File: src/rtl/ftd_pkg.sv
// constants shared by the frame timing divider and its reference chain
package ftd_pkg;

  // ****************************************
  // clock and divider chain
  // ****************************************
  localparam int CLK_MHZ = 100;
  localparam int REF_MHZ = 5;
  localparam int REF_DIV_DEF = CLK_MHZ / REF_MHZ;
  localparam int LOW_DIV_DEF = 50;
  localparam int MULT_DEF = 3;
  localparam int FRAME_DIV_DEF = 15625;
  localparam int SUPER_DIV = 3;
  localparam int TICK_KHZ = REF_MHZ * 1000 * MULT_DEF / LOW_DIV_DEF;

  // ****************************************
  // frame windows, times in us, counts in metered ticks
  // ****************************************
  localparam int CMD_US = 1000;
  localparam int CMD_TICKS = CMD_US * TICK_KHZ / 1000;
  localparam int TX_LEAD_US = 106;
  localparam int TX_LEAD_TICKS = (TX_LEAD_US * TICK_KHZ + 999) / 1000;
  localparam int TX_LAG_US = 16;
  localparam int TX_LAG_TICKS = (TX_LAG_US * TICK_KHZ + 999) / 1000;
  localparam int INV_LEAD_US = 106;
  localparam int INV_LEAD_TICKS = (INV_LEAD_US * TICK_KHZ + 999) / 1000;
  localparam int INV_END_US = 1497;
  localparam int INV_END_TICKS = (INV_END_US * TICK_KHZ + 999) / 1000;

  // ****************************************
  // pulse and timeout timing
  // ****************************************
  localparam int FSP_NS = 400;
  localparam int FSP_CYCLES = (FSP_NS * CLK_MHZ + 999) / 1000;
  localparam int MS_CYCLES_DEF = CLK_MHZ * 1000;
  localparam int TIMEOUT_S = 20;
  localparam int FORCE_S = 1;
  localparam int TIMEOUT_MS_DEF = TIMEOUT_S * 1000;
  localparam int FORCE_MS_DEF = FORCE_S * 1000;
  localparam int HIST_W_DEF = 8;

  // ****************************************
  // register map, byte addresses
  // ****************************************
  localparam logic [3:0] CTRL_OFS = 4'h0;
  localparam logic [3:0] STAT_OFS = 4'h4;
  localparam int CTRL_RESYNC_BIT = 0;
  localparam int CTRL_HOLDRX_BIT = 1;
  localparam logic [1:0] CTRL_RESET = 2'h0;
  localparam int STAT_OOS_BIT = 0;
  localparam int STAT_ACQ_BIT = 1;
  localparam int STAT_FORCE_BIT = 2;
  localparam int STAT_REMOTE_BIT = 3;
  localparam int STAT_HIST_LSB = 8;

  // ****************************************
  // timeout states
  // ****************************************
  typedef enum logic [2:0] {
    TMO_IDLE = 3'b001,
    TMO_WAIT = 3'b010,
    TMO_FORCE = 3'b100
  } ftd_tmo_t;

endpackage : ftd_pkg

File: src/rtl/ftd_ref_chain.sv
// reference divider: 5 MHz enable, divide by 50, times-three metering
`timescale 1ns/1ps
`default_nettype none

module ftd_ref_chain
  import ftd_pkg::*;
#(
  parameter int REF_DIV = REF_DIV_DEF,
  parameter int LOW_DIV = LOW_DIV_DEF,
  parameter int MULT = MULT_DEF
)
(
  input wire logic core_clk,
  input wire logic rst,
  input wire logic syncLoad,
  output logic refTick,
  output logic fastTick,
  output logic refClk,
  output logic lowClk
);

  localparam int RW = $clog2(REF_DIV);
  localparam int LW = $clog2(LOW_DIV);
  localparam int MW = $clog2(MULT + 1);

  logic [RW-1:0] refCnt_r;
  logic [LW-1:0] lowCnt_r;
  logic [MW-1:0] meter_r;
  logic refLast;
  logic lowFall;

  // ****************************************
  // elaboration checks
  // ****************************************
  if (REF_DIV < 2 || LOW_DIV < 2 * MULT + 2 || MULT < 1)
  begin : g_bad
    $error("ftd_ref_chain: divider parameters out of range");
  end

  assign refLast = (refCnt_r == RW'(REF_DIV - 1));
  assign lowFall = refLast && (lowCnt_r == LW'(LOW_DIV / 2 - 1));

  // core clock divided down to the reference rate; load puts phase at a rising edge
  always_ff @(posedge core_clk)
  begin
    if (rst || syncLoad || refLast)
      refCnt_r <= '0;
    else
      refCnt_r <= refCnt_r + 1'b1;
  end

  // divide by 50 gives the 100 kHz square wave
  always_ff @(posedge core_clk)
  begin
    if (rst || syncLoad)
      lowCnt_r <= '0;
    else if (refLast)
      lowCnt_r <= (lowCnt_r == LW'(LOW_DIV - 1)) ? '0 : lowCnt_r + 1'b1;
  end

  // each falling edge of 100 kHz meters out three reference pulses
  always_ff @(posedge core_clk)
  begin
    if (rst || syncLoad)
      meter_r <= '0;
    else if (lowFall)
      meter_r <= MW'(MULT);
    else if (refLast && meter_r != '0)
      meter_r <= meter_r - 1'b1;
  end

  // registered strobes and clocks; ticks land on reference rising edges
  always_ff @(posedge core_clk)
  begin
    if (rst || syncLoad)
    begin
      refTick <= 1'b0;
      fastTick <= 1'b0;
      refClk <= 1'b1;
      lowClk <= 1'b1;
    end
    else
    begin
      refTick <= refLast;
      fastTick <= refLast && (meter_r != '0);
      refClk <= refLast || (refCnt_r < RW'(REF_DIV / 2 - 1));
      lowClk <= lowCnt_r < LW'(LOW_DIV / 2);
    end
  end

endmodule : ftd_ref_chain

`default_nettype wire

File: src/rtl/ftd_divider_sync.sv
// frame timing divider with remote sync acquisition and monitoring
//
// Overview of operation
// [RQ1] frame repeats at 19.2 Hz
// [RQ2] command window lasts 1000 us per frame
// [RQ3] frame sync pulse initialises divider circuitry everywhere
// [RQ4] 5 MHz clock supplied to communication units
// [RQ5] central transmit from -106 us to +16 us after
// [RQ6] remote held in receive during command window
// [RQ7] out of sync: force receive 1 s every 20 s
// [RQ8] carrier gate rises on 5 MHz rising edge
// [RQ9] 6.4 Hz super-cycle marks specific reference cycles
// [RQ10] leading detected carrier edge is received sync
// [RQ11] narrow monitoring when synced, wide acquisition otherwise; the code acquires wide only while the history is all ones
// [RQ12] eight errors lose sync, eight detections regain
// [RQ13] track/hold strobes valid only after sync
// [RQ14] oscillator locks unaided before sync achieved
// [RQ15] central payload invalid from -106 to +1497 us
// [RQ16] correlator inhibits integration while payload invalid
// [RQ17] remote 100 kHz clock, 50% duty, sync locked
// [RQ18] sync status bit exposed for monitor word
// [RQ19] remote 9.6 Hz square wave to front ends
// [RQ20] divide 50, meter times three, divide 15625
// [RQ21] good shifts zero, bad shifts one; ones acquire
// [RQ22] frame sync pulse positive, 400 ns long
// [RQ23] strap low is free master, open remote
// [RQ24] reset starts in acquisition, out of sync
//
// The Wishbone register port and the register offsets are this design's own decisions.
`timescale 1ns/1ps
`default_nettype none

module ftd_divider_sync
  import ftd_pkg::*;
#(
  parameter int FRAME_DIV = FRAME_DIV_DEF,
  parameter int MS_CYCLES = MS_CYCLES_DEF,
  parameter int TIMEOUT_MS = TIMEOUT_MS_DEF,
  parameter int FORCE_MS = FORCE_MS_DEF,
  parameter int HIST_W = HIST_W_DEF
)
(
  input wire logic core_clk,
  input wire logic rst,
  input wire logic strapOpen,
  input wire logic detectedCarrierIn,
  input wire logic cyc_i,
  input wire logic stb_i,
  input wire logic we_i,
  input wire logic [3:0] adr_i,
  input wire logic [31:0] dat_i,
  input wire logic [3:0] sel_i,
  output logic [31:0] dat_o,
  output logic ack_o,
  output logic frameSyncPulse,
  output logic refClkOut,
  output logic transmitSelect,
  output logic carrierGateOut,
  output logic superCycleOut,
  output logic centralTrackHold,
  output logic remoteTrackHold,
  output logic payloadInvalid,
  output logic clk100kOut,
  output logic square9p6Out,
  output logic frameRateOut,
  output logic syncError,
  output logic syncTimeout
);

  localparam int FW = $clog2(FRAME_DIV);
  localparam int PW = $clog2(MS_CYCLES);
  localparam int TW = $clog2(TIMEOUT_MS + FORCE_MS + 1);
  localparam int QW = $clog2(FSP_CYCLES + 1);
  localparam logic [FW-1:0] FRAME_LAST = FW'(FRAME_DIV - 1);
  localparam logic [FW-1:0] CMD_END = FW'(CMD_TICKS);
  localparam logic [FW-1:0] TX_ON = FW'(FRAME_DIV - TX_LEAD_TICKS);
  localparam logic [FW-1:0] TX_OFF = FW'(CMD_TICKS + TX_LAG_TICKS);
  localparam logic [FW-1:0] INV_ON = FW'(FRAME_DIV - INV_LEAD_TICKS);
  localparam logic [FW-1:0] INV_OFF = FW'(INV_END_TICKS);
  localparam logic [FW-1:0] HALF_FRAME = FW'(FRAME_DIV / 2);

  // ****************************************
  // elaboration checks
  // ****************************************
  if (FRAME_DIV <= INV_END_TICKS + INV_LEAD_TICKS || HIST_W < 2 ||
      MS_CYCLES < 2 || TIMEOUT_MS < 1 || FORCE_MS < 1)
  begin : g_bad
    $error("ftd_divider_sync: parameters out of range");
  end

  logic refTick;
  logic fastTick;
  logic refClk;
  logic lowClk;
  logic syncLoad;
  logic isRemote_r;
  logic carrierPrev_r;
  logic carrierRise;
  logic [FW-1:0] frameCnt_r;
  logic [1:0] superPh_r;
  logic half9p6_r;
  logic frameWrap;
  logic firstRef_r;
  logic onTime_r;
  logic decide;
  logic [HIST_W-1:0] hist_r;
  logic acquire;
  logic outOfSync_r;
  logic [QW-1:0] fspCnt_r;
  ftd_tmo_t tmoState_r;
  logic [PW-1:0] msCnt_r;
  logic msTick;
  logic [TW-1:0] tmoCnt_r;
  logic forceRx;
  logic [1:0] ctrl_r;
  logic resyncReq;
  logic inCmd;
  logic rxWindow;
  logic busHit;

  // ****************************************
  // reference chain
  // ****************************************
  // reference, 100 kHz and metered 300 kHz ticks see RQ20
  ftd_ref_chain #(
    .REF_DIV(REF_DIV_DEF),
    .LOW_DIV(LOW_DIV_DEF),
    .MULT(MULT_DEF)
  ) u_chain (
    .core_clk(core_clk),
    .rst(rst),
    .syncLoad(syncLoad),
    .refTick(refTick),
    .fastTick(fastTick),
    .refClk(refClk),
    .lowClk(lowClk)
  );

  // ****************************************
  // role strap and carrier edge
  // ****************************************
  // strap is a level; sampled every cycle so it is taken after reset too
  always_ff @(posedge core_clk)
  begin
    if (rst)
      isRemote_r <= 1'b0;
    else
      isRemote_r <= strapOpen; // see RQ23
  end

  // only the rising edge of the detected carrier counts as received sync
  always_ff @(posedge core_clk)
  begin
    if (rst)
      carrierPrev_r <= 1'b0;
    else
      carrierPrev_r <= detectedCarrierIn;
  end

  assign carrierRise = detectedCarrierIn && !carrierPrev_r; // see RQ10

  // ****************************************
  // frame counter and super-cycle
  // ****************************************
  assign frameWrap = fastTick && (frameCnt_r == FRAME_LAST);
  assign inCmd = frameCnt_r < CMD_END; // see RQ2
  assign rxWindow = inCmd || forceRx || ctrl_r[CTRL_HOLDRX_BIT];
  // wide-band mode: any received edge while listening reloads the dividers
  assign acquire = (hist_r == '1); // see RQ11
  assign syncLoad = (isRemote_r && acquire && rxWindow && carrierRise) ||
                    resyncReq; // see RQ3

  // divide metered ticks by the frame length; wrap is the predicted sync
  always_ff @(posedge core_clk)
  begin
    if (rst || syncLoad)
      frameCnt_r <= '0;
    else if (frameWrap)
      frameCnt_r <= '0; // see RQ1
    else if (fastTick)
      frameCnt_r <= frameCnt_r + 1'b1;
  end

  // three frames form the super-cycle; the 9.6 Hz wave toggles per frame
  always_ff @(posedge core_clk)
  begin
    if (rst || syncLoad)
    begin
      superPh_r <= '0;
      half9p6_r <= 1'b0;
    end
    else if (frameWrap)
    begin
      superPh_r <= (superPh_r == 2'(SUPER_DIV - 1)) ? '0 : superPh_r + 1'b1; // see RQ9
      half9p6_r <= !half9p6_r; // see RQ19
    end
  end

  // ****************************************
  // sync comparison
  // ****************************************
  // the predicted sync spans the one reference cycle after the frame start
  always_ff @(posedge core_clk)
  begin
    if (rst)
      firstRef_r <= 1'b0;
    else if (syncLoad || frameWrap)
      firstRef_r <= 1'b1;
    else if (refTick)
      firstRef_r <= 1'b0;
  end

  assign decide = fastTick && (frameCnt_r == '0);

  // edge inside the predicted cycle is good; set wins over the clear
  always_ff @(posedge core_clk)
  begin
    if (rst)
      onTime_r <= 1'b0;
    else if (carrierRise && (syncLoad || (firstRef_r && frameCnt_r == '0)))
      onTime_r <= 1'b1; // see RQ10
    else if (decide)
      onTime_r <= 1'b0;
  end

  // history: good shifts a zero right, bad shifts a one left
  always_ff @(posedge core_clk)
  begin
    if (rst)
      hist_r <= '1; // see RQ24
    else if (resyncReq)
      hist_r <= '1;
    else if (decide)
    begin
      if (!isRemote_r || onTime_r)
        hist_r <= {1'b0, hist_r[HIST_W-1:1]}; // see RQ21
      else
        hist_r <= {hist_r[HIST_W-2:0], 1'b1}; // see RQ21
    end
  end

  // flag rises only when full of ones and falls only when all zero
  always_ff @(posedge core_clk)
  begin
    if (rst)
      outOfSync_r <= 1'b1; // see RQ24
    else if (hist_r == '1)
      outOfSync_r <= 1'b1; // see RQ12
    else if (hist_r == '0)
      outOfSync_r <= 1'b0; // see RQ12
  end

  // ****************************************
  // frame sync pulse
  // ****************************************
  // 400 ns pulse from each frame start or reload
  always_ff @(posedge core_clk)
  begin
    if (rst)
      fspCnt_r <= '0;
    else if (frameWrap || syncLoad)
      fspCnt_r <= QW'(FSP_CYCLES); // see RQ22
    else if (fspCnt_r != '0)
      fspCnt_r <= fspCnt_r - 1'b1;
  end

  // ****************************************
  // out-of-sync receive timeout
  // ****************************************
  // millisecond prescaler, free of the sync reloads so it never stalls
  always_ff @(posedge core_clk)
  begin
    if (rst || msTick)
      msCnt_r <= '0;
    else
      msCnt_r <= msCnt_r + 1'b1;
  end

  assign msTick = (msCnt_r == PW'(MS_CYCLES - 1));
  assign forceRx = (tmoState_r == TMO_FORCE);

  // wait the long timeout, then hold receive; repeats while out of sync
  always_ff @(posedge core_clk)
  begin
    if (rst)
    begin
      tmoState_r <= TMO_IDLE;
      tmoCnt_r <= '0;
    end
    else if (!isRemote_r || !outOfSync_r)
    begin
      tmoState_r <= TMO_IDLE;
      tmoCnt_r <= '0;
    end
    else
    begin
      unique case (tmoState_r)
        TMO_IDLE:
        begin
          tmoState_r <= TMO_WAIT;
          tmoCnt_r <= '0;
        end
        TMO_WAIT:
        begin
          if (msTick && tmoCnt_r == TW'(TIMEOUT_MS - 1))
          begin
            tmoState_r <= TMO_FORCE; // see RQ7
            tmoCnt_r <= '0;
          end
          else if (msTick)
            tmoCnt_r <= tmoCnt_r + 1'b1;
        end
        TMO_FORCE:
        begin
          if (msTick && tmoCnt_r == TW'(FORCE_MS - 1))
          begin
            tmoState_r <= TMO_WAIT; // see RQ7
            tmoCnt_r <= '0;
          end
          else if (msTick)
            tmoCnt_r <= tmoCnt_r + 1'b1;
        end
        default:
        begin
          tmoState_r <= TMO_IDLE;
          tmoCnt_r <= '0;
        end
      endcase
    end
  end

  // ****************************************
  // register slave
  // ****************************************
  assign busHit = cyc_i && stb_i && !ack_o;
  assign resyncReq = busHit && we_i && sel_i[0] && adr_i == CTRL_OFS &&
                     dat_i[CTRL_RESYNC_BIT];

  // control: resync is a strobe, hold-receive is kept
  always_ff @(posedge core_clk)
  begin
    if (rst)
      ctrl_r <= CTRL_RESET;
    else if (busHit && we_i && sel_i[0] && adr_i == CTRL_OFS)
      ctrl_r[CTRL_HOLDRX_BIT] <= dat_i[CTRL_HOLDRX_BIT];
  end

  // one-cycle answer; unmapped reads return zero, writes are dropped
  always_ff @(posedge core_clk)
  begin
    if (rst)
    begin
      ack_o <= 1'b0;
      dat_o <= '0;
    end
    else
    begin
      ack_o <= busHit;
      dat_o <= '0;
      if (busHit && !we_i && adr_i == CTRL_OFS)
        dat_o[1:0] <= {ctrl_r[CTRL_HOLDRX_BIT], 1'b0};
      else if (busHit && !we_i && adr_i == STAT_OFS)
      begin
        dat_o[STAT_OOS_BIT] <= outOfSync_r; // see RQ18
        dat_o[STAT_ACQ_BIT] <= acquire;
        dat_o[STAT_FORCE_BIT] <= forceRx;
        dat_o[STAT_REMOTE_BIT] <= isRemote_r;
        dat_o[STAT_HIST_LSB +: HIST_W] <= hist_r;
      end
    end
  end

  // ****************************************
  // output decode
  // ****************************************
  // every pin is registered; windows that span the wrap use two compares
  always_ff @(posedge core_clk)
  begin
    if (rst)
    begin
      frameSyncPulse <= 1'b0;
      refClkOut <= 1'b0;
      transmitSelect <= 1'b0;
      carrierGateOut <= 1'b0;
      superCycleOut <= 1'b0;
      centralTrackHold <= 1'b0;
      remoteTrackHold <= 1'b0;
      payloadInvalid <= 1'b0;
      clk100kOut <= 1'b0;
      square9p6Out <= 1'b0;
      frameRateOut <= 1'b0;
      syncError <= 1'b1;
      syncTimeout <= 1'b0;
    end
    else
    begin
      frameSyncPulse <= fspCnt_r != '0; // see RQ3
      refClkOut <= refClk; // see RQ4
      if (isRemote_r)
        transmitSelect <= !rxWindow; // see RQ6
      else
        transmitSelect <= frameCnt_r < TX_OFF || frameCnt_r >= TX_ON; // see RQ5
      // counter moves only on ticks that fall on reference rising edges
      carrierGateOut <= !isRemote_r && inCmd; // see RQ8
      superCycleOut <= superPh_r == '0; // see RQ9
      centralTrackHold <= !isRemote_r && !outOfSync_r && inCmd; // see RQ13
      // oscillator must lock unaided until this strobe is valid, see RQ14
      remoteTrackHold <= isRemote_r && !outOfSync_r && inCmd; // see RQ13
      payloadInvalid <= !isRemote_r &&
                        (frameCnt_r < INV_OFF || frameCnt_r >= INV_ON); // see RQ15
      clk100kOut <= isRemote_r && lowClk; // see RQ17
      square9p6Out <= isRemote_r && half9p6_r; // see RQ19
      frameRateOut <= frameCnt_r < HALF_FRAME; // see RQ1
      syncError <= outOfSync_r; // see RQ18
      syncTimeout <= forceRx; // see RQ7
    end
  end

endmodule : ftd_divider_sync

`default_nettype wire

File: config.mk
export PLATFORM = sky130hd
export DESIGN_NAME = ftd_divider_sync
export DESIGN_NICKNAME = d
export VERILOG_FILES = /design/src/rtl/ftd_pkg.sv /design/src/rtl/ftd_ref_chain.sv /design/src/rtl/ftd_divider_sync.sv
export SDC_FILE = /design/constraint.sdc
export NUM_CORES = 1
export LEC_CHECK = 0
export ABC_AREA = 1
export BUFFER_PORTS_ARGS = -buffer_cell sky130_fd_sc_hd__buf_2
export CORE_MARGIN = 1.5
export CORE_UTILIZATION = 25
export CTS_CLUSTER_DIAMETER = 60
export DETAILED_ROUTE_END_ITERATION = 8
export PLACE_DENSITY = 0.44
export SLEW_MARGIN = 15
export SYNTH_ARGS = -nofsm -noshare
export SYNTH_HDL_FRONTEND = slang
export SYNTH_HIERARCHICAL = 1
export SYNTH_SLANG_ARGS = --single-unit
File: constraint.sdc
create_clock -name core_clk -period 3.4 [get_ports core_clk]
set_input_delay 0.68 -clock core_clk [delete_from_list [all_inputs] [get_ports core_clk]]
set_output_delay 0.68 -clock core_clk [all_outputs]
set_load 0.03 [all_outputs]
==> impl_metrics.csv, run 1 <==
group,metric,value,unit
timing,period_share,58.97,%
die,chipHeight,153.0,um
finish,diodes,0,
timing,tightest_slew,0.7428,ns
global_route,grt_overflow,0,
yosys,yosysUniqueCellTypes,46,
clocking,clk_latency,0.41,ns
routing,num_vias,4647,
finish,multi_input_area,2791,sq um
die,die_w,153.0,um
yosys,syn_avg_cell_area,7.358,sq um
finish,layout_common_cells,"146 x nand2_1, 116 x nor2_1, 115 x dfxtp_1, 90 x inv_1, 43 x o21ai_0",
clocking,cts_resized,0,
worst_setup_path,cp_data_arrival_time,2.34,ns
power,pwr-share-comb,8.0,%
finish,final_cells,1104,
worst_setup_path,start_kind,"register",
global_route,grt_max_degree,26,
routing,drtIter0Drc,185,
power,p_seq_share,38.2,%
global_route,grtUsageTotal,11.32,%
worst_setup_path,cp-end-kind,"register",
routing,viasPerCell,4.209,
global_route,grt_pass1_vias,4410,
status,failed_checks,"DRC",
finish,mostFrequentLayoutCell,"nand2_1",
clocking,postCtsSetupBuffers,0,
routing,routed_wl,12580,um
clocking,cts_tree,"yes",
placed_design,dp_hpwl,9244,um
placed_design,port_buffers,39,
routing,drc,2,
finish,finalInstanceArea,6694,sq um
timing,relSlewSlack,50.30,%
yosys,syn_area,5622,sq um
finish,area_growth,19.07,%
clocking,hold_buffers,0,
routing,antenna_left,0,
power,p_per_area,556.7,nW/um^2
timing,finalSetupTns,0,ns
worst_setup_path,critPathMaxStageDelay,0.33,ns
yosys,syn_inst,764,
power,leakagePower,2.782,nW
die,initial_core_util,25.60,%
worst_setup_path,crit_top_cell,"nand2_1",
finish,fill_cells,2401,
power,swShare,24.40,%
placed_design,dp_cells,1072,
yosys,ys_ff_latch,115,
power,clockPowerShare,53.8,%
die,core,21960,sq um
global_route,grt_first_pass_wirelength,21290,um
yosys,yosysWarnings,6,
worst_setup_path,crit_path_max_fanout,7,
clocking,numCtsBuffers,17,
worst_setup_path,worst-setup-path-type,"reg -> reg",
clocking,cts_sinks,115,
timing,fmax,0.4987,GHz
finish,layout-drive-gt1-share,14.93,%
worst_setup_path,path_cells,"nor2_1 -> nand2_1 -> nor2_2 -> nand2_1 -> nand2_2 -> nand2_2 -> nand2_4 -> nand2_1 -> nor2_4 -> inv_1 -> nor2_4 -> nand3_1 -> o21ai_0",
timing,rsz0062_at_grt,"false",
timing,drv_slew,0,
power,p_int,2.817,mW
finish,ff_latch_area,2302,sq um
global_route,antenna_found_initial,0,
worst_hold_path,holdCritPathClass,"reg -> reg",
job,drv_cap,0,
routing,wl_per_cell,11.40,um
worst_setup_path,critPathRequiredTime,3.74,ns
placed_design,gp_congestion,0.7678,
die,num_rows,54,
timing,finalWorstPathRequiredPeriod,2.005,ns
clocking,cts-root-buf,"clkbuf_16",
clocking,cts_buffer_depth,2,
timing,setup_viol,0,
clocking,clk_pin_slew_worst_paths,0.06,ns
timing,timing_hold_violations_final,0,
placed_design,dpl_cell_area,6030,sq um
clocking,htreeDepth,4,
yosys,ys_seq_area_share,40.95,%
worst_setup_path,rrSetupSlack,1.39,ns
finish,fin_nets,870,
power,max-vdd-ir-drop,0.2748,mV
timing,fin_skew,0.008261,ns
die,num_io_pins,93,
status,status,"finished, violations left",
die,die-area,23400,sq um
worst_setup_path,slowest_stage,"dfxtp_1",
routing,firstDrtPassIters,7,
power,switchingPower,0.9093,mW
-- cell families (layout without fill, tap and decap cells) --
| kind of cell | after synthesis | after routing | share of synthesized area [%] |
|---|---|---|---|
| AND/OR/NAND/NOR | 389 | 389 | 32.87 |
| buffers and inverters | 131 | 172 | 10.66 |
| flip-flops | 115 | 115 | 40.95 |
| AO/OA/AOI/OAI | 90 | 90 | 8.703 |
| XOR/XNOR | 25 | 25 | 3.895 |
| adder cells (fa/ha/maj) | 12 | 12 | 2.671 |
| other | 1 | 20 | 0.06671 |
| multiplexers | 1 | 1 | 0.1781 |
-- state kept, by name, summed over array words and instances (netlist names), 2 cells and up --
register and cells:
tmoState_r 3, u_chain/meter_r 2, frameCnt_r 14, fspCnt_r 6
msCnt_r 17, tmoCnt_r 15, superPh_r 2, u_chain/refCnt_r 5
u_chain/lowCnt_r 6, hist_r 8, dat_o 12
-- worst max-delay path, delay by kind of cell (launching register included) --
kind                   cells  cell delay [ns]
buffers and inverters      1             0.16
and+or+nand+nor           11             1.36
AOI/OAI and AO/OA          1             0.07
DFF                        1             0.33
-- metrics by stage --
step                      util (%)  setup WS, ns  hold WS, ns  power [mW]
final                        30.48         1.395       0.4171       3.726
after global routing         30.48         1.201       0.4554       3.897
after CTS                    30.48         1.361       0.4329       3.787
after detailed placement     27.46         1.161       0.4147       1.756
after global placement       27.46         1.153       0.4181       1.757
after floorplan                  -         1.596       0.3883       1.702
-- power groups by stage --
stage	clock [mW]	combinational, mW	sequential, mW
5_1_grt	2.12	0.347	1.43
2_1_floorplan	0	0.233	1.47
4_1_cts	2.06	0.304	1.42
3_3_place_gp	0	0.304	1.45
3_5_place_dp	0	0.303	1.45
6_report	2.00	0.299	1.42
-- routing by layer --
layer | track usage, % | share of wire (%)
met1 | 14.63 | 49
met2 | 18.35 | 47
met3 | 3.686 | 3.9
met4 | 2.521 | 0.26
met5 | 0 | 0
-- final timing paths --
path	start	to	depth (start not counted)
worst max-delay path	frameCnt_r[10]$_SDFFE_PP0P_	u_chain/lowCnt_r[0]$_SDFFE_PP0P_	13
worst min-delay path	u_chain/refClk$_SDFF_PP1_	refClkOut$_SDFF_PP0_	2
worst max register to register	frameCnt_r[10]$_SDFFE_PP0P_	u_chain/lowCnt_r[0]$_SDFFE_PP0P_	13
worst min register to register	u_chain/refClk$_SDFF_PP1_	refClkOut$_SDFF_PP0_	2
-- cell type report --
| class | instances | share of cell area [%] |
|---|---|---|
| flip-flops and latches | 115 | 34.39 |
| inverters | 99 | 5.607 |
| clock inverters | 14 | 3.364 |
| multi-input cells | 537 | 41.70 |
| repair buffers | 41 | 3.140 |
| well taps | 280 | 5.234 |
| clock buffers | 18 | 6.561 |
-- Yosys cell counts, drive strengths merged --
cell type | instances | area (sq um)
a31oi | 1 | 6.260
a21boi | 1 | 7.510
nand4 | 23 | 150.1
o21a | 1 | 7.510
a21oi | 35 | 178.9
dfxtp | 115 | 2302
clkbuf | 3 | 11.26
or2 | 4 | 25.02
o211ai | 2 | 15.01
nor3 | 19 | 127.6
conb | 1 | 3.750
mux2i | 1 | 10.01
inv | 98 | 370.4
xnor2 | 2 | 17.52
clkinv | 1 | 5.000
nor3b | 6 | 45.04
o21bai | 1 | 7.510
buf | 29 | 212.7
a311oi | 1 | 8.760
o221ai | 1 | 8.760
nor2 | 132 | 555.5
a31o | 1 | 8.760
xor2 | 23 | 201.4
nand2 | 158 | 666.9
o2111ai | 2 | 17.52
ha | 12 | 150.1
a21o | 1 | 7.510
nand3 | 44 | 255.2
nand3b | 3 | 22.52
o21ai | 43 | 215.2
No activity file was read; power rests on OpenSTA's default activity.
==> run 2, diff against run 1 <==
==> constraint.sdc (replaced) <==
create_clock -name core_clk -period 1.95 [get_ports core_clk]
set_input_delay 0.39 -clock core_clk [delete_from_list [all_inputs] [get_ports core_clk]]
set_output_delay 0.39 -clock core_clk [all_outputs]
set_load 0.03 [all_outputs]
==> run 2 against run 1 <==
  * The flow now finishes without violations
  * Worst hold slack worse by 0.22 ns
  * Sequential power up 75%
  * Fmax up 14%
  * Largest cell class unchanged
  * Largest power group unchanged
  * Highest routed layer unchanged
==> impl_metrics.csv, run 2 (synthesis gave the netlist of run 1 again) <==
group,metric,value,unit
global_route,grt_pass1_vias,4633,
global_route,grtUsageTotal,11.68,%
placed_design,port_buffers,39,
clocking,cts_buffer_depth,2,
global_route,grt_overflow,0,
finish,fill_cells,2443,
worst_setup_path,critPathLaunch,"frameCnt_r[10]$_SDFFE_PP0P_",
timing,fmax,0.5687,GHz
timing,worst_hold_slack,0.1935,ns
worst_setup_path,r2r-start,"frameCnt_r[10]$_SDFFE_PP0P_",
timing,finalSetupTns,0,ns
worst_hold_path,holdCritPathClass,"in -> reg",
die,die_w,153.0,um
clocking,cts_sinks,115,
clocking,cts_resized,0,
placed_design,gp_congestion,0.7792,
routing,viasPerCell,4.171,
routing,routed_wl,12690,um
worst_setup_path,worst-setup-path-type,"reg -> reg",
die,chipHeight,153.0,um
global_route,grt_max_degree,19,
timing,drv_slew,0,
timing,finalWorstPathRequiredPeriod,1.758,ns
worst_hold_path,whs_path_depth,3,
worst_setup_path,crit_path_max_fanout,8,
timing,fin_skew,0.008952,ns
die,initial_core_util,25.60,%
status,status,"finished clean",
finish,top_register,"msCnt_r",
timing,setup_viol,0,
worst_setup_path,reg2reg_to,"u_chain/lowCnt_r[5]$_SDFFE_PP0P_",
die,num_io_pins,93,
worst_setup_path,start_kind,"register",
finish,area_growth,22.86,%
clocking,cts-root-buf,"clkbuf_16",
finish,mostFrequentLayoutCell,"nand2_1",
finish,layout_common_cells,"146 x nand2_1, 116 x nor2_1, 115 x dfxtp_1, 90 x inv_1, 43 x o21ai_0",
finish,layout-drive-gt1-share,17.87,%
routing,drtIter0Drc,156,
routing,firstDrtPassIters,7,
power,max-vdd-ir-drop,0.4239,mV
clocking,htreeDepth,4,
routing,drc,0,
clocking,cts_tree,"yes",
power,p_per_area,915.2,nW/um^2
clocking,numCtsBuffers,17,
worst_hold_path,hold_end,"carrierPrev_r$_SDFF_PP0_",
clocking,hold_buffers,0,
global_route,grt_first_pass_wirelength,21820,um
die,core,21960,sq um
finish,diodes,0,
power,p_total,6.321,mW
finish,fin_nets,903,
finish,multi_input_area,2791,sq um
finish,largest_reg_flops,17,
worst_setup_path,cp_data_arrival_time,2.11,ns
worst_setup_path,critPathRequiredTime,2.30,ns
clocking,clk_latency,0.41,ns
worst_hold_path,min_from,"detectedCarrierIn",
placed_design,dp_hpwl,9709,um
die,die-area,23400,sq um
timing,timing_hold_violations_final,0,
job,drv_cap,0,
clocking,clk_pin_slew_worst_paths,0.05,ns
power,leakagePower,2.942,nW
timing,period_share,90.17,%
worst_setup_path,ff2ff_path_depth,14,
die,num_rows,54,
finish,ff_latch_area,2302,sq um
finish,biggestRegsByFlops,"msCnt_r x17, tmoCnt_r x15, frameCnt_r x14",
timing,rsz0062_at_grt,"false",
routing,wl_per_cell,11.17,um
worst_setup_path,rrSetupSlack,0.19,ns
routing,num_vias,4738,
worst_setup_path,cp-end-kind,"register",
routing,antenna_left,0,
global_route,antenna_found_initial,0,
## run 2: routing by layer
| layer | vias up | GRT usage (%) | part of all wire [%] |
|---|---|---|---|
| met5 | - | 0 | 0 |
| met2 | 49 | 19.72 | 46 |
| met3 | 11 | 3.686 | 3.3 |
| met1 | 2119 | 14.36 | 49 |
| met4 | 0 | 3.081 | 0.98 |
| li1 | 2559 | - | - |
## run 2: final cells by class
| class | count | share of cell area [%] |
|---|---|---|
| clock buffers | 21 | 6.667 |
| clock inverters | 10 | 2.264 |
| repair buffers | 74 | 6.812 |
| well taps | 280 | 5.072 |
| multi-input cells | 537 | 40.42 |
| inverters | 99 | 5.435 |
| flip-flops and latches | 115 | 33.33 |
## run 2: worst max path at each step
| stage | endpoint | slack (ns) | depth (start not counted) |
|---|---|---|---|
| final | u_chain/lowCnt_r[5]$_SDFFE_PP0P_ | 0.19 | 14 |
| after global placement | u_chain/lowCnt_r[1]$_SDFFE_PP0P_ | 0.07 | 13 |
| after floorplan | u_chain/lowCnt_r[1]$_SDFFE_PP0P_ | 0.26 | 14 |
| after CTS | u_chain/lowCnt_r[0]$_SDFFE_PP0P_ | 0.04 | 13 |
| after detailed placement | u_chain/lowCnt_r[0]$_SDFFE_PP0P_ | 0.06 | 13 |
| after global routing | u_chain/lowCnt_r[5]$_SDFFE_PP0P_ | 0.008 | 12 |
## run 2: worst max-delay path, stage by stage, from the launching register on
cell and delay, ns:
dfxtp_1 0.33, nor2_1 0.15, nand2_1 0.12, nor2_2 0.13, nand2_1 0.09, nand2_2 0.08
nand2_2 0.07, nand2_4 0.06, nand2_1 0.09, nor2_4 0.12, buf_4 0.14, nand2_4 0.09
nand2_1 0.07, nand2_1 0.06, nor2_2 0.09
## run 2: repair_timing
item	in CTS	in global routing
buffers inserted	0	4
setup endpoints to repair	0	4
endpoints found under the hold margin	0	0
## run 2: where the power goes
| group | internal, mW | switching [mW] |
|---|---|---|
| clock network | 2.19 | 1.07 |
| logic | 0.200 | 0.377 |
| registers | 2.43 | 0.0494 |
| total | 4.82 | 1.50 |
## run 2: metrics by stage
stage	util (%)	cell area, sq um	setup WS (ns)	std cells
detailed placement	28.51	6260	0.05958	1101
floorplan	-	5693	0.2615	783
finish	31.45	6907	0.1917	1136
global placement	28.51	6260	0.06924	1101
CTS	31.32	6877	0.03754	1132
global route	31.45	6907	0.008013	1136
==> run 3, diff against run 2 <==
--- a/config.mk
+++ b/config.mk
@@ -11,7 +11,7 @@
 export CORE_UTILIZATION = 25
 export CTS_CLUSTER_DIAMETER = 60
 export DETAILED_ROUTE_END_ITERATION = 8
-export PLACE_DENSITY = 0.44
+export PLACE_DENSITY_LB_ADDON = 0.3
 export SLEW_MARGIN = 15
 export SYNTH_ARGS = -nofsm -noshare
 export SYNTH_HDL_FRONTEND = slang
==> run 3 against run 2 <==
  * Total power rose by 0.93%
  * Sequential share of layout area rose by 0.21 points
  * Die area did not move
  * Sequential power barely moved
  * Setup slack got worse by 0.015 ns
  * Non-clock buffer count fell by 6
  * Critical path depth rose by 1
  * Largest power group unchanged
  * Highest routed layer unchanged
==> impl_metrics.csv, run 3 (synthesis gave the netlist of run 1 again) <==
group,metric,value,unit
global_route,antenna_found_initial,0,
clocking,htreeDepth,4,
routing,antenna_left,0,
finish,finalInstanceArea,6868,sq um
timing,setup_viol,0,
worst_setup_path,critPathRequiredTime,2.30,ns
routing,routed_wl,12450,um
routing,wl_per_cell,11.02,um
finish,fin_nets,897,
global_route,grt_overflow,0,
global_route,grt_max_degree,19,
worst_hold_path,holdCritPathClass,"in -> reg",
finish,biggestRegsByFlops,"msCnt_r x17, tmoCnt_r x15, frameCnt_r x14",
worst_setup_path,cp_data_arrival_time,2.13,ns
placed_design,dp_hpwl,9403,um
worst_setup_path,critPathLaunch,"frameCnt_r[8]$_SDFFE_PP0P_",
timing,finalWorstPathRequiredPeriod,1.774,ns
routing,drc,0,
global_route,grtUsageTotal,11.28,%
clocking,cts-root-buf,"clkbuf_16",
worst_setup_path,crit_end,"u_chain/lowCnt_r[5]$_SDFFE_PP0P_",
finish,ff_latch_area,2303,sq um
power,max-vdd-ir-drop,0.4280,mV
finish,final_cells,1130,
worst_setup_path,start_kind,"register",
clocking,clk_pin_slew_worst_paths,0.05,ns
finish,area_growth,22.17,%
placed_design,gp_congestion,0.7990,
timing,drv_slew,0,
worst_setup_path,worst-setup-path-type,"reg -> reg",
worst_setup_path,ff2ff_path_depth,15,
clocking,cts_tree,"yes",
status,status,"finished clean",
worst_setup_path,r2r-start,"frameCnt_r[8]$_SDFFE_PP0P_",
clocking,hold_buffers,0,
placed_design,port_buffers,39,
routing,drtIter0Drc,250,
worst_setup_path,cp-end-kind,"register",
timing,worst_hold_slack,0.1900,ns
die,core,21960,sq um
clocking,numCtsBuffers,17,
clocking,clk_latency,0.42,ns
clocking,cts_sinks,115,
clocking,cts_buffer_depth,2,
die,num_rows,54,
worst_setup_path,crit_path_max_fanout,8,
finish,top_register,"msCnt_r",
finish,fin_util,31.28,%
finish,diodes,0,
job,drv_cap,0,
placed_design,dpl_cell_area,6210,sq um
global_route,grt_pass1_vias,4386,
die,die-area,23400,sq um
global_route,grt_first_pass_wirelength,21000,um
finish,fill_cells,2351,
finish,largest_reg_flops,17,
timing,fmax,0.5638,GHz
timing,period_share,90.96,%
routing,firstDrtPassIters,6,
worst_setup_path,reg2reg_to,"u_chain/lowCnt_r[5]$_SDFFE_PP0P_",
placed_design,dp_cells,1096,
timing,fin_skew,0.008411,ns
power,leakagePower,2.915,nW
finish,layout_common_cells,"146 x nand2_1, 114 x dfxtp_1, 113 x nor2_1, 89 x inv_1, 43 x o21ai_0",
finish,mostFrequentLayoutCell,"nand2_1",
routing,num_vias,4748,
routing,viasPerCell,4.202,
finish,layout-drive-gt1-share,17.88,%
finish,multi_input_area,2799,sq um
timing,timing_hold_violations_final,0,
worst_setup_path,rrSetupSlack,0.18,ns
die,initial_core_util,25.60,%
die,die_w,153.0,um
die,num_io_pins,93,
power,p_per_area,928.9,nW/um^2
die,chipHeight,153.0,um
-- run 3: cell types whose count changed in the layout (fill, tap and decap cells not counted), sizes merged --
cell,previous run,this run
buf,74,68
clkbuf,21,22
clkinvlp,1,0
-- run 3: cell type report --
class / instances / share of cell area (%)
repair buffers: 68 / 6.012
flip-flops and latches: 115 / 33.54
clock buffers: 22 / 6.905
clock inverters: 9 / 2.223
well taps: 280 / 5.101
inverters: 99 / 5.465
multi-input cells: 537 / 40.75
-- run 3: worst max-delay path, stage by stage (launching register included) --
cell	delay, ns
dfxtp_2	0.35
inv_2	0.07
nor2_2	0.13
nand2_1	0.08
nor2_2	0.09
nand2_1	0.09
nand2_2	0.08
nand2_2	0.07
nand2_4	0.06
nand2_1	0.08
nor2_4	0.16
buf_4	0.14
nand2_4	0.09
nand2_1	0.08
nand2_1	0.06
nor2_2	0.09
-- run 3: how the worst min path moves through the flow --
stage | cells after the start | end | from
6_report | 3 | isRemote_r$_SDFF_PP0_ | strapOpen
2_1_floorplan | 2 | refClkOut$_SDFF_PP0_ | u_chain/refClk$_SDFF_PP1_
3_3_place_gp | 2 | refClkOut$_SDFF_PP0_ | u_chain/refClk$_SDFF_PP1_
5_1_grt | 3 | isRemote_r$_SDFF_PP0_ | strapOpen
3_5_place_dp | 2 | refClkOut$_SDFF_PP0_ | u_chain/refClk$_SDFF_PP1_
4_1_cts | 3 | isRemote_r$_SDFF_PP0_ | strapOpen
-- run 3: per-stage QoR --
stage / total power, mW / setup slack (ns) / TNS [ns]
4_1_cts: 6.452 / 0.02548 / 0
6_report: 6.380 / 0.1763 / 0
2_1_floorplan: 2.968 / 0.2615 / 0
3_5_place_dp: 3.096 / 0.05795 / 0
3_3_place_gp: 3.093 / 0.08594 / 0
5_1_grt: 6.668 / -0.009985 / -0.01104
-- run 3: power breakdown --
group | total, mW | switching, mW | internal, mW
Sequential | 2.48 | 0.0489 | 2.43
Combinational | 0.565 | 0.369 | 0.196
Clock | 3.33 | 1.11 | 2.23
-- run 3: what timing repair did --
action,in CTS,in global routing
resized for setup,0,5
setup buffers,0,3
endpoints found under the setup margin,0,9
-- run 3: routing by layer --
metal  vias up  track usage (%)  part of all wire [%]
met5         -                0                     0
met4         0            4.528                   1.5
met3        16            3.176                   3.9
met2        70            17.79                    46
met1      2118            14.54                    49
li1       2544                -                     -
